### src/hdl/keypad_menu_params.svh
// constants for the front-panel unlock and clear menu
`ifndef KEYPAD_MENU_PARAMS_SVH
`define KEYPAD_MENU_PARAMS_SVH
`define CLK_HZ 40000000
`define HOLD_MS 1000
`define HOLD_CYCLES ((`CLK_HZ / 1000) * `HOLD_MS)
`define REPEAT_MS 100
`define REPEAT_CYCLES ((`CLK_HZ / 1000) * `REPEAT_MS)
`define DEBOUNCE_US 10000
`define DEBOUNCE_CYCLES ((`CLK_HZ / 1000000) * `DEBOUNCE_US)
`define CODE_DIGITS 16
`define LINE_DIGITS 8
`define DIGIT_MAX 4'hF
`define DIGIT_MIN 4'h0
`endif

### src/hdl/keypad_menu_pkg.sv
// types for the front-panel unlock and clear menu
package keypad_menu_pkg;
	typedef enum logic [3:0] {
		SCR_TOP,
		SCR_MENU,
		SCR_NO_CODE,
		SCR_CODE_ENTRY,
		SCR_UNLOCKED_MSG,
		SCR_WRONG_MSG,
		SCR_REENABLE,
		SCR_CLEAR_ASK,
		SCR_CLEAR_DONE,
		SCR_RUNNING_MSG
	} screen_type;
	typedef enum logic [1:0] {
		ITEM_UNLOCK,
		ITEM_CLEAR,
		ITEM_OTHER
	} menu_item_type;
	typedef enum logic [1:0] {
		LOCK_NONE,
		LOCK_ACTIVE,
		LOCK_CANCELLED
	} lock_state_type;
endpackage

### src/hdl/button_conditioner.sv
// debounce one button and produce press and repeat step pulses
`timescale 1ns/100ps
`default_nettype none
`include "keypad_menu_params.svh"
module button_conditioner #(
	parameter int DEBOUNCE = `DEBOUNCE_CYCLES,
	parameter int HOLD = `HOLD_CYCLES,
	parameter int REPEAT = `REPEAT_CYCLES
) (
	input wire logic clk_sys,
	input wire logic nrst,
	input wire logic raw_btn,
	output logic press,
	output logic step
);
	logic stable_r, stable_nxt;
	logic [31:0] db_cnt_r, db_cnt_nxt;
	logic [31:0] hold_cnt_r, hold_cnt_nxt;
	logic fast_r, fast_nxt;
	logic press_r, press_nxt;
	logic step_r, step_nxt;

	// debounce, then step once per press edge and at a fixed rate after the hold time
	always_comb begin
		stable_nxt = stable_r;
		db_cnt_nxt = db_cnt_r;
		hold_cnt_nxt = hold_cnt_r;
		fast_nxt = fast_r;
		press_nxt = 1'b0;
		step_nxt = 1'b0;
		if (raw_btn == stable_r) begin
			db_cnt_nxt = 32'h0;
		end else if (db_cnt_r >= 32'(DEBOUNCE - 1)) begin
			db_cnt_nxt = 32'h0;
			stable_nxt = raw_btn;
			hold_cnt_nxt = 32'h0;
			fast_nxt = 1'b0;
			if (raw_btn) begin
				press_nxt = 1'b1; // RULE18
				step_nxt = 1'b1;
			end
		end else begin
			db_cnt_nxt = db_cnt_r + 32'h1;
		end
		if (stable_r && stable_nxt) begin
			if (!fast_r && hold_cnt_r >= 32'(HOLD - 1)) begin
				fast_nxt = 1'b1;
				hold_cnt_nxt = 32'h0;
				step_nxt = 1'b1;
			end else if (fast_r && hold_cnt_r >= 32'(REPEAT - 1)) begin
				hold_cnt_nxt = 32'h0;
				step_nxt = 1'b1; // RULE18
			end else begin
				hold_cnt_nxt = hold_cnt_r + 32'h1;
			end
		end
	end

	// register the conditioner state
	always_ff @(posedge clk_sys) begin
		if (!nrst) begin
			stable_r <= 1'b0;
			db_cnt_r <= 32'h0;
			hold_cnt_r <= 32'h0;
			fast_r <= 1'b0;
			press_r <= 1'b0;
			step_r <= 1'b0;
		end else begin
			stable_r <= stable_nxt;
			db_cnt_r <= db_cnt_nxt;
			hold_cnt_r <= hold_cnt_nxt;
			fast_r <= fast_nxt;
			press_r <= press_nxt;
			step_r <= step_nxt;
		end
	end

	assign press = press_r;
	assign step = step_r;
endmodule
`default_nettype wire

### src/hdl/keypad_unlock_and_clear_menu.sv
// front-panel menu: unlock code entry, re-enable and clear-all
// Contract
// RULE1 - ok on unlock item shows status screen
// RULE2 - no code registered: esc returns menu
// RULE3 - esc on menu screen goes top
// RULE4 - sixteen digits two lines, eight one line
// RULE5 - minus decrements digit, held repeats fast
// RULE6 - plus increments digit, held repeats fast
// RULE7 - esc on leftmost digit returns menu
// RULE8 - esc elsewhere moves cursor left
// RULE9 - ok latches digit, cursor moves right
// RULE10 - ok on last digit compares, match unlocks
// RULE11 - mismatch keeps lock, esc restarts entry
// RULE12 - ok or esc on result returns menu
// RULE13 - cancelled lock: ok re-enables, plus/minus ignored
// RULE14 - esc at re-enable keeps cancelled state
// RULE15 - clear-all only when stopped, clears working areas
// RULE16 - inputs and file registers never cleared
// RULE17 - running: skip clear, message, back menu
// RULE18 - debounce buttons, fixed-rate repeat when held
`timescale 1ns/100ps
`default_nettype none
`include "keypad_menu_params.svh"
module keypad_unlock_and_clear_menu #(
	parameter int DEBOUNCE = `DEBOUNCE_CYCLES,
	parameter int HOLD = `HOLD_CYCLES,
	parameter int REPEAT = `REPEAT_CYCLES,
	parameter int DIGITS = `CODE_DIGITS
) (
	input wire logic clk_sys,
	input wire logic nrst,
	input wire logic btn_esc,
	input wire logic btn_minus,
	input wire logic btn_plus,
	input wire logic btn_ok,
	input wire keypad_menu_pkg::menu_item_type menu_item,
	input wire logic code_registered,
	input wire logic code_is_16,
	input wire logic [4*DIGITS-1:0] stored_code,
	input wire logic plc_running,
	output keypad_menu_pkg::screen_type screen,
	output keypad_menu_pkg::lock_state_type lock_state,
	output logic [1:0] entry_lines,
	output logic [4:0] cursor_pos,
	output logic [3:0] cursor_digit,
	output logic [4*DIGITS-1:0] entered_code,
	output logic clear_pulse,
	output logic clear_outputs,
	output logic clear_aux_relays,
	output logic clear_states,
	output logic clear_timers,
	output logic clear_counters,
	output logic clear_data_regs,
	output logic clear_ext_regs,
	output logic clear_inputs,
	output logic clear_file_regs,
	output logic clear_extended_file_registers
);
	import keypad_menu_pkg::*;

	logic esc_p, ok_p, minus_s, plus_s;
	screen_type scr_r, scr_nxt;
	logic cancelled_r, cancelled_nxt;
	logic [4:0] pos_r, pos_nxt;
	logic [3:0] dig_r, dig_nxt;
	logic [4*DIGITS-1:0] code_r, code_nxt;
	logic clr_r, clr_nxt;
	logic [4:0] last_pos;

	// esc and ok act once per press edge, so only their press pulse is used
	button_conditioner #(
		.DEBOUNCE(DEBOUNCE),
		.HOLD(HOLD),
		.REPEAT(REPEAT)
	) u_esc (
		.clk_sys(clk_sys),
		.nrst(nrst),
		.raw_btn(btn_esc),
		.press(esc_p),
		.step()
	);
	button_conditioner #(
		.DEBOUNCE(DEBOUNCE),
		.HOLD(HOLD),
		.REPEAT(REPEAT)
	) u_ok (
		.clk_sys(clk_sys),
		.nrst(nrst),
		.raw_btn(btn_ok),
		.press(ok_p),
		.step()
	);
	// minus and plus also repeat while held, so they use the step pulse
	button_conditioner #(
		.DEBOUNCE(DEBOUNCE),
		.HOLD(HOLD),
		.REPEAT(REPEAT)
	) u_minus (
		.clk_sys(clk_sys),
		.nrst(nrst),
		.raw_btn(btn_minus),
		.press(),
		.step(minus_s)
	);
	button_conditioner #(
		.DEBOUNCE(DEBOUNCE),
		.HOLD(HOLD),
		.REPEAT(REPEAT)
	) u_plus (
		.clk_sys(clk_sys),
		.nrst(nrst),
		.raw_btn(btn_plus),
		.press(),
		.step(plus_s)
	);

	// lowest bit of a digit slot; the leftmost digit sits in the top nibble
	function automatic int slot_lsb(input logic [4:0] pos);
		return 4 * (DIGITS - 1 - int'(pos));
	endfunction

	// compare the whole long code, or the top eight entered digits against the short code
	function automatic logic code_matches(input logic [4*DIGITS-1:0] entered,
		input logic [4*DIGITS-1:0] stored, input logic long_code);
		logic match;
		if (long_code) begin
			match = (entered == stored);
		end else begin
			match = (entered[4*DIGITS-1 -: 4*`LINE_DIGITS] == stored[4*`LINE_DIGITS-1:0]);
		end
		return match;
	endfunction

	// last digit position for the registered code length
	function automatic logic [4:0] final_pos(input logic long_code);
		return long_code ? 5'(DIGITS - 1) : 5'(`LINE_DIGITS - 1);
	endfunction

	// code length picks the last digit position
	assign last_pos = final_pos(code_is_16);

	// screen sequencing, digit editing and lock state
	always_comb begin
		scr_nxt = scr_r;
		cancelled_nxt = cancelled_r;
		pos_nxt = pos_r;
		dig_nxt = dig_r;
		code_nxt = code_r;
		clr_nxt = 1'b0;
		if (!code_registered) begin
			cancelled_nxt = 1'b0;
		end
		case (scr_r)
			SCR_TOP: begin
				if (ok_p) begin
					scr_nxt = SCR_MENU;
				end
			end

			SCR_MENU: begin
				if (esc_p) begin
					scr_nxt = SCR_TOP; // RULE3
				end else if (ok_p && menu_item == ITEM_UNLOCK) begin
					pos_nxt = 5'h00;
					dig_nxt = `DIGIT_MIN;
					code_nxt = '0;
					if (!code_registered) begin
						scr_nxt = SCR_NO_CODE; // RULE1
					end else if (cancelled_r) begin
						scr_nxt = SCR_REENABLE; // RULE13
					end else begin
						scr_nxt = SCR_CODE_ENTRY;
					end
				end else if (ok_p && menu_item == ITEM_CLEAR) begin
					scr_nxt = SCR_CLEAR_ASK;
				end
			end

			SCR_NO_CODE: begin
				if (esc_p) begin
					scr_nxt = SCR_MENU; // RULE2
				end
			end

			SCR_CODE_ENTRY: begin
				if (esc_p) begin
					if (pos_r == 5'h00) begin
						scr_nxt = SCR_MENU; // RULE7
					end else begin
						pos_nxt = pos_r - 5'h01; // RULE8
						dig_nxt = `DIGIT_MIN;
					end
				end else if (ok_p) begin
					code_nxt[slot_lsb(pos_r) +: 4] = dig_r; // RULE9
					dig_nxt = `DIGIT_MIN;
					if (pos_r == last_pos) begin
						if (code_matches(code_nxt, stored_code, code_is_16)) begin
							cancelled_nxt = 1'b1; // RULE10
							scr_nxt = SCR_UNLOCKED_MSG;
						end else begin
							scr_nxt = SCR_WRONG_MSG; // RULE11
						end
					end else begin
						pos_nxt = pos_r + 5'h01;
					end
				end else if (minus_s && dig_r != `DIGIT_MIN) begin
					dig_nxt = dig_r - 4'h1; // RULE5
				end else if (plus_s && dig_r != `DIGIT_MAX) begin
					dig_nxt = dig_r + 4'h1; // RULE6
				end
			end

			SCR_UNLOCKED_MSG: begin
				if (ok_p || esc_p) begin
					scr_nxt = SCR_MENU; // RULE12
				end
			end

			SCR_WRONG_MSG: begin
				if (esc_p) begin
					scr_nxt = SCR_CODE_ENTRY; // RULE11
					pos_nxt = 5'h00;
					dig_nxt = `DIGIT_MIN;
					code_nxt = '0;
				end else if (ok_p) begin
					scr_nxt = SCR_MENU; // RULE12
				end
			end

			SCR_REENABLE: begin
				if (ok_p) begin
					cancelled_nxt = 1'b0; // RULE13
					scr_nxt = SCR_MENU;
				end else if (esc_p) begin
					scr_nxt = SCR_MENU; // RULE14
				end
			end

			SCR_CLEAR_ASK: begin
				if (esc_p) begin
					scr_nxt = SCR_MENU;
				end else if (ok_p) begin
					if (plc_running) begin
						scr_nxt = SCR_RUNNING_MSG; // RULE17
					end else begin
						clr_nxt = 1'b1; // RULE15
						scr_nxt = SCR_CLEAR_DONE;
					end
				end
			end

			SCR_CLEAR_DONE, SCR_RUNNING_MSG: begin
				if (ok_p || esc_p) begin
					scr_nxt = SCR_MENU; // RULE17
				end
			end

			default: begin
				scr_nxt = SCR_TOP;
			end
		endcase
	end

	// register menu state
	always_ff @(posedge clk_sys) begin
		if (!nrst) begin
			scr_r <= SCR_TOP;
			cancelled_r <= 1'b0;
			pos_r <= 5'h00;
			dig_r <= 4'h0;
			code_r <= '0;
			clr_r <= 1'b0;
		end else begin
			scr_r <= scr_nxt;
			cancelled_r <= cancelled_nxt;
			pos_r <= pos_nxt;
			dig_r <= dig_nxt;
			code_r <= code_nxt;
			clr_r <= clr_nxt;
		end
	end

	// status toward display and device memory
	assign screen = scr_r;
	assign lock_state = !code_registered ? LOCK_NONE : (cancelled_r ? LOCK_CANCELLED : LOCK_ACTIVE);
	assign entry_lines = code_is_16 ? 2'h2 : 2'h1; // RULE4
	assign cursor_pos = pos_r;
	assign cursor_digit = dig_r;
	assign entered_code = code_r;
	assign clear_pulse = clr_r;

	// working areas clear together on the one-cycle pulse
	assign clear_outputs = clr_r; // RULE15
	assign clear_aux_relays = clr_r;
	assign clear_states = clr_r;
	assign clear_timers = clr_r;
	assign clear_counters = clr_r;
	assign clear_data_regs = clr_r;
	assign clear_ext_regs = clr_r;

	// inputs and file registers are never touched by clear-all
	assign clear_inputs = 1'b0; // RULE16
	assign clear_file_regs = 1'b0;
	assign clear_extended_file_registers = 1'b0;
endmodule
`default_nettype wire

### config.mk
export PLATFORM = sky130hd
export DESIGN_NAME = keypad_unlock_and_clear_menu
export DESIGN_NICKNAME = d
export VERILOG_FILES = /design/src/hdl/keypad_menu_pkg.sv /design/src/hdl/button_conditioner.sv /design/src/hdl/keypad_unlock_and_clear_menu.sv
export VERILOG_INCLUDE_DIRS = /design/src /design/src/hdl
export SDC_FILE = /design/constraint.sdc
export NUM_CORES = 1
export LEC_CHECK = 0
export BUFFER_PORTS_ARGS = -buffer_cell sky130_fd_sc_hd__clkbuf_2
export CORE_UTILIZATION = 50
export CTS_CLUSTER_DIAMETER = 40
export CTS_CLUSTER_SIZE = 30
export DETAILED_ROUTE_END_ITERATION = 7
export MAX_ROUTING_LAYER = met4
export PLACE_DENSITY = 0.68
export SLEW_MARGIN = 10
export SYNTH_ARGS = -nofsm -noshare
export SYNTH_HDL_FRONTEND = slang
export SYNTH_SLANG_ARGS = --single-unit
export TNS_END_PERCENT = 20
### constraint.sdc
create_clock -name clk_sys -period 6.01 [get_ports clk_sys]
set_input_delay 0 -clock clk_sys [delete_from_list [all_inputs] [get_ports clk_sys]]
set_output_delay 0 -clock clk_sys [all_outputs]
set_load 0.02 [all_outputs]
==> results.md <==
Run status:
- The run finished with clean final reports.

Clock tree:
- The CTS tree is built.
- The post-CTS clock slew at the launch and capture registers of the worst setup and hold paths is 60 ps.
- The number of levels the H-tree was split into is 2.
- The total clock sinks is 281.
- In this run the deepest clock path goes through 3 buffers.
- The later pin in the worst-skew pair is clocked with a latency of 550 ps.
- CTS placed an instance of clkbuf_16 at the clock tree root.
- The post-cts gate resize count is 0.
- The total clock buffers created by CTS is 39.

Power and ir drop:
- For this design the ratio of total power to cell area is 264.1 nW/um2.
- The total leakage power is 6.772 nW.
- IR analysis of the VDD net gives a maximum drop of 0.3564 mV.

Placement:
- The placer congestion estimate is 1.012.
- Timing analysis after detailed placement gives a worst setup slack of 544.8 ps.
- Summed over all nets, the half-perimeter wirelength after detailed placement is 36,280 um.
- The cell count after placement is 2,327.
- The count of buffers inserted at the top-level ports is 163.

Synth:
- After Yosys synthesis, XOR and XNOR cells account for 9.677% of the synthesized area.
- The biggest area contributor in the post-synthesis netlist is dfxtp_1.
- After synthesis, the mean cell area works out to 8.363 um2.
- The yosys synthesis warning count is 0.
- The fraction of the mapped netlist area in adder cells is 1.781%.
- In the post-synthesis netlist, the biggest area contributors are dfxtp_1 (38%), nor2_1 (6.1%), xnor2_1 (5.6%), mux2i_1 (4.0%), xor2_1 (3.8%).
- The synthesized netlist devotes 25.37% of its cell area to simple gates.
- The most common cell in the synthesized netlist is dfxtp_1.
- The summed instance area of the synthesized netlist is 14,890 um2.
- Of the synthesized area, sequential elements account for 37.77%.
- After synthesis, the share of flip-flops with an asynchronous set or reset is 0%.
- The dominant register cell in the synthesized netlist is dfxtp_1.
- Counting instances in the post-synthesis netlist gives the leading cell types as dfxtp_1 (281), nor2_1 (241), nand2_1 (147), xnor2_1 (95), nand3_1 (75).
- After technology mapping, the gate count stands at 1,781.
- The number of synthesized register bits is 281.
- In this run, synthesis inferred 0 flip-flops with an integrated enable.
- Measured against the total synthesized area, the mux share comes to 4.267%.
- The synthesized netlist devotes 17.13% of its cell area to compound gates.
- The share of Yosys cell area claimed by the top area cell type is 37.77%.
- After synthesis, the largest family of logic cells by area is simple AND/OR/NAND/NOR gates.
- The count of cell types in the netlist is 85.

STA:
- The worst hold margin is 88.88 ps.
- The final critical-path share of the clock period is 92.17%.
- The max-slew violation count is 0.
- The post-route setup TNS is 0 ps.
- The highest achievable clock rate is 180.5 MHz.
- For the finished layout, the period the worst path requires is 5539 ps.
- For the pin with the worst max-slew slack, the measured transition is 1130 ps.
- The worst-case headroom to the max-slew limit is 23.99%.
- Setup violations remaining at the end of the flow were counted as 0.
- The hold violation count in the final report is 0.
- On the final layout, the worst clock skew is 22.35 ps.
- In the post-route analysis, the smallest setup slack over all paths is 470.9 ps.
- Setup repair after global routing left no endpoint under its margin.

Floorplanning:
- In this run the horizontal extent of the chip is 174.6 um.
- In this run the count of I/O pins placed on the die edge is 167.
- The effective utilization at floorplan is 51.34%.
- The placement row count is 62.
- In this run the vertical extent of the chip is 174.6 um.
- The floorplan step defined a core boundary enclosing 29,010 um2.
- The floorplan die area is 30,480 um2.

Critical path:
- The worst setup path is of the register to register kind.
- The critical path goes through ha_1, nand3_1, ha_1, nor4b_4, nand4_2, buf_4, a2111oi_4, buf_4, o22ai_1, or4_1, or4_1, or4_1, nor4_2, o21ai_1.
- The worst register-to-register path has a depth of 14.
- The element type at the critical path end is a register.
- The standard cell with the maximum stage delay on the critical path is nand4_2.
- The worst path required time is 6410 ps.
- The library cell appearing most often on the critical path is or4_1.
- In this design, the stage delay of the slowest critical-path cell is 550 ps.
- In this run the worst path has a maximum fanout of 12.
- The category of the worst setup path launch point is a register.
- The critical path arrival is 5940 ps.

GRT:
- The number of global-route vias before repair is 13,150.
- The first-pass GRT wire length is 74,180 um.
- The largest net degree at the start of global routing is 55.
- In the global route stage, overall resource usage came out at 32.26%.
- The initial antenna violation count is 1.
- Global routing finished with a remaining overflow of 0.

Min path:
- The worst hold path cell count is 6.
- The type of the tightest min-delay check is input pin to register.

Routing:
- For this run, the detailed router's first-pass iteration total came to 6.
- In the final routed layout, each cell accounts on average for 20.11 um.
- The wire length after detailed routing is 48,390 um.
- Dividing the detail-routed via count by the number of cells gives 5.852.
- The final route contains 14,080 vias.
- The post-detailed-route count of antenna-violating nets is 0.
- The violation count after the first detailed-routing iteration is 1,234.
- The remaining design rule violation count is 0.

Finish:
- The final-stage net count is 2,086.
- The area growth from synthesis to layout is 19.16%.
- Cells with a size suffix above 1 make up 15.34% of the layout.
- The count of placed standard cells in the final layout, fillers left out is 2,406.

Job:
- The tool flagged a number of max-cap violations equal to 0.
-- cells in the final DEF, fill, tap and decap left out, drive strengths merged, types with 9 or more instances in the layout --
| master | count |
|---|---|
| clkbuf | 209 |
| a21oi | 56 |
| o22ai | 18 |
| nor4 | 38 |
| xnor2 | 96 |
| and3 | 41 |
| mux2i | 59 |
| a21o | 14 |
| and2 | 25 |
| nand2 | 147 |
| or4 | 11 |
| a22oi | 54 |
| conb | 55 |
| a31oi | 13 |
| a2111oi | 22 |
| nand2b | 32 |
| nand4 | 34 |
| dfxtp | 281 |
| buf | 36 |
| a211oi | 12 |
| nor3 | 53 |
| inv | 60 |
| xor2 | 66 |
| o211ai | 10 |
| nor2b | 16 |
| nor3b | 9 |
| nor2 | 241 |
| nand3 | 76 |
| o21ai | 75 |
| ha | 18 |
-- where the power goes --
group	internal (mW)	switching, mW	total (mW)
logic	0.117	0.214	0.330
registers	1.89	0.0418	1.93
clock network	1.49	0.933	2.42
total	3.50	1.19	4.69
-- final cells by class --
cell class	instances	area [um2]
sequential	281	5625
fill	2606	11260
timing repair buffer	206	1156
inverter	49	183.9
antenna	1	2.502
multi-input combinational	1414	8911
clock buffer	46	1032
tap	384	480.5
clock inverter	25	356.6
-- state kept, by name, summed over array words and instances, names as in the netlist, 4 cells and up --
name	flops
entered_code	64
u_plus.hold_cnt_r	32
u_plus.db_cnt_r	32
cursor_pos	5
u_esc.db_cnt_r	32
screen	4
u_ok.db_cnt_r	32
u_minus.db_cnt_r	32
u_minus.hold_cnt_r	32
cursor_digit	4
-- stage by stage --
step	cell area (um2)	util, %	total power [mW]
after global placement	16290	56.14	2.287
final	17750	61.17	4.687
after detailed placement	16290	56.14	2.291
after global routing	17750	61.17	4.844
after floorplan	15100	-	2.162
after CTS	17750	61.17	4.724
-- cell families after synthesis --
logic type                 count (synthesis)
buffers and inverters                    140
adders and majority gates                 20
and+or+nand+nor                          764
AOI/OAI and AO/OA                        350
xor gates and xnor gates                 162
muxes                                     63
other                                      1
DFF                                      281
-- worst max-delay path: cells and delay by family, from the launching register on --
family | cells | cell delay [ps]
AND/OR/NAND/NOR | 7 | 2970
adder cells (fa/ha/maj) | 2 | 730
AO/OA/AOI/OAI | 3 | 490
buffers and inverters | 2 | 660
flip-flops | 1 | 540
-- routing by layer --
metal,vias to the layer above,track usage [%],share of wire [%]
li1,6738,-,-
met1,6625,41.14,43
met2,574,49.44,45
met3,142,5.679,8.0
met4,0,15.54,4.7
met5,-,-,0
-- final timing paths --
check                           slack (ps)              startpoint                     end
worst max-delay path                   470           cursor_pos[1]               screen[0]
worst min register to register         430  u_minus.hold_cnt_r[31]  u_minus.hold_cnt_r[31]
worst min-delay path                    90         stored_code[34]               screen[0]
worst max register to register         470           cursor_pos[1]               screen[0]
-- timing repair --
item | CTS | global route
setup endpoints to repair | 0 | 0
endpoints found under the hold margin | 17 | 0
setup buffers | 0 | 0
hold buffers | 7 | 0
Power figures use the tool's default switching activity.
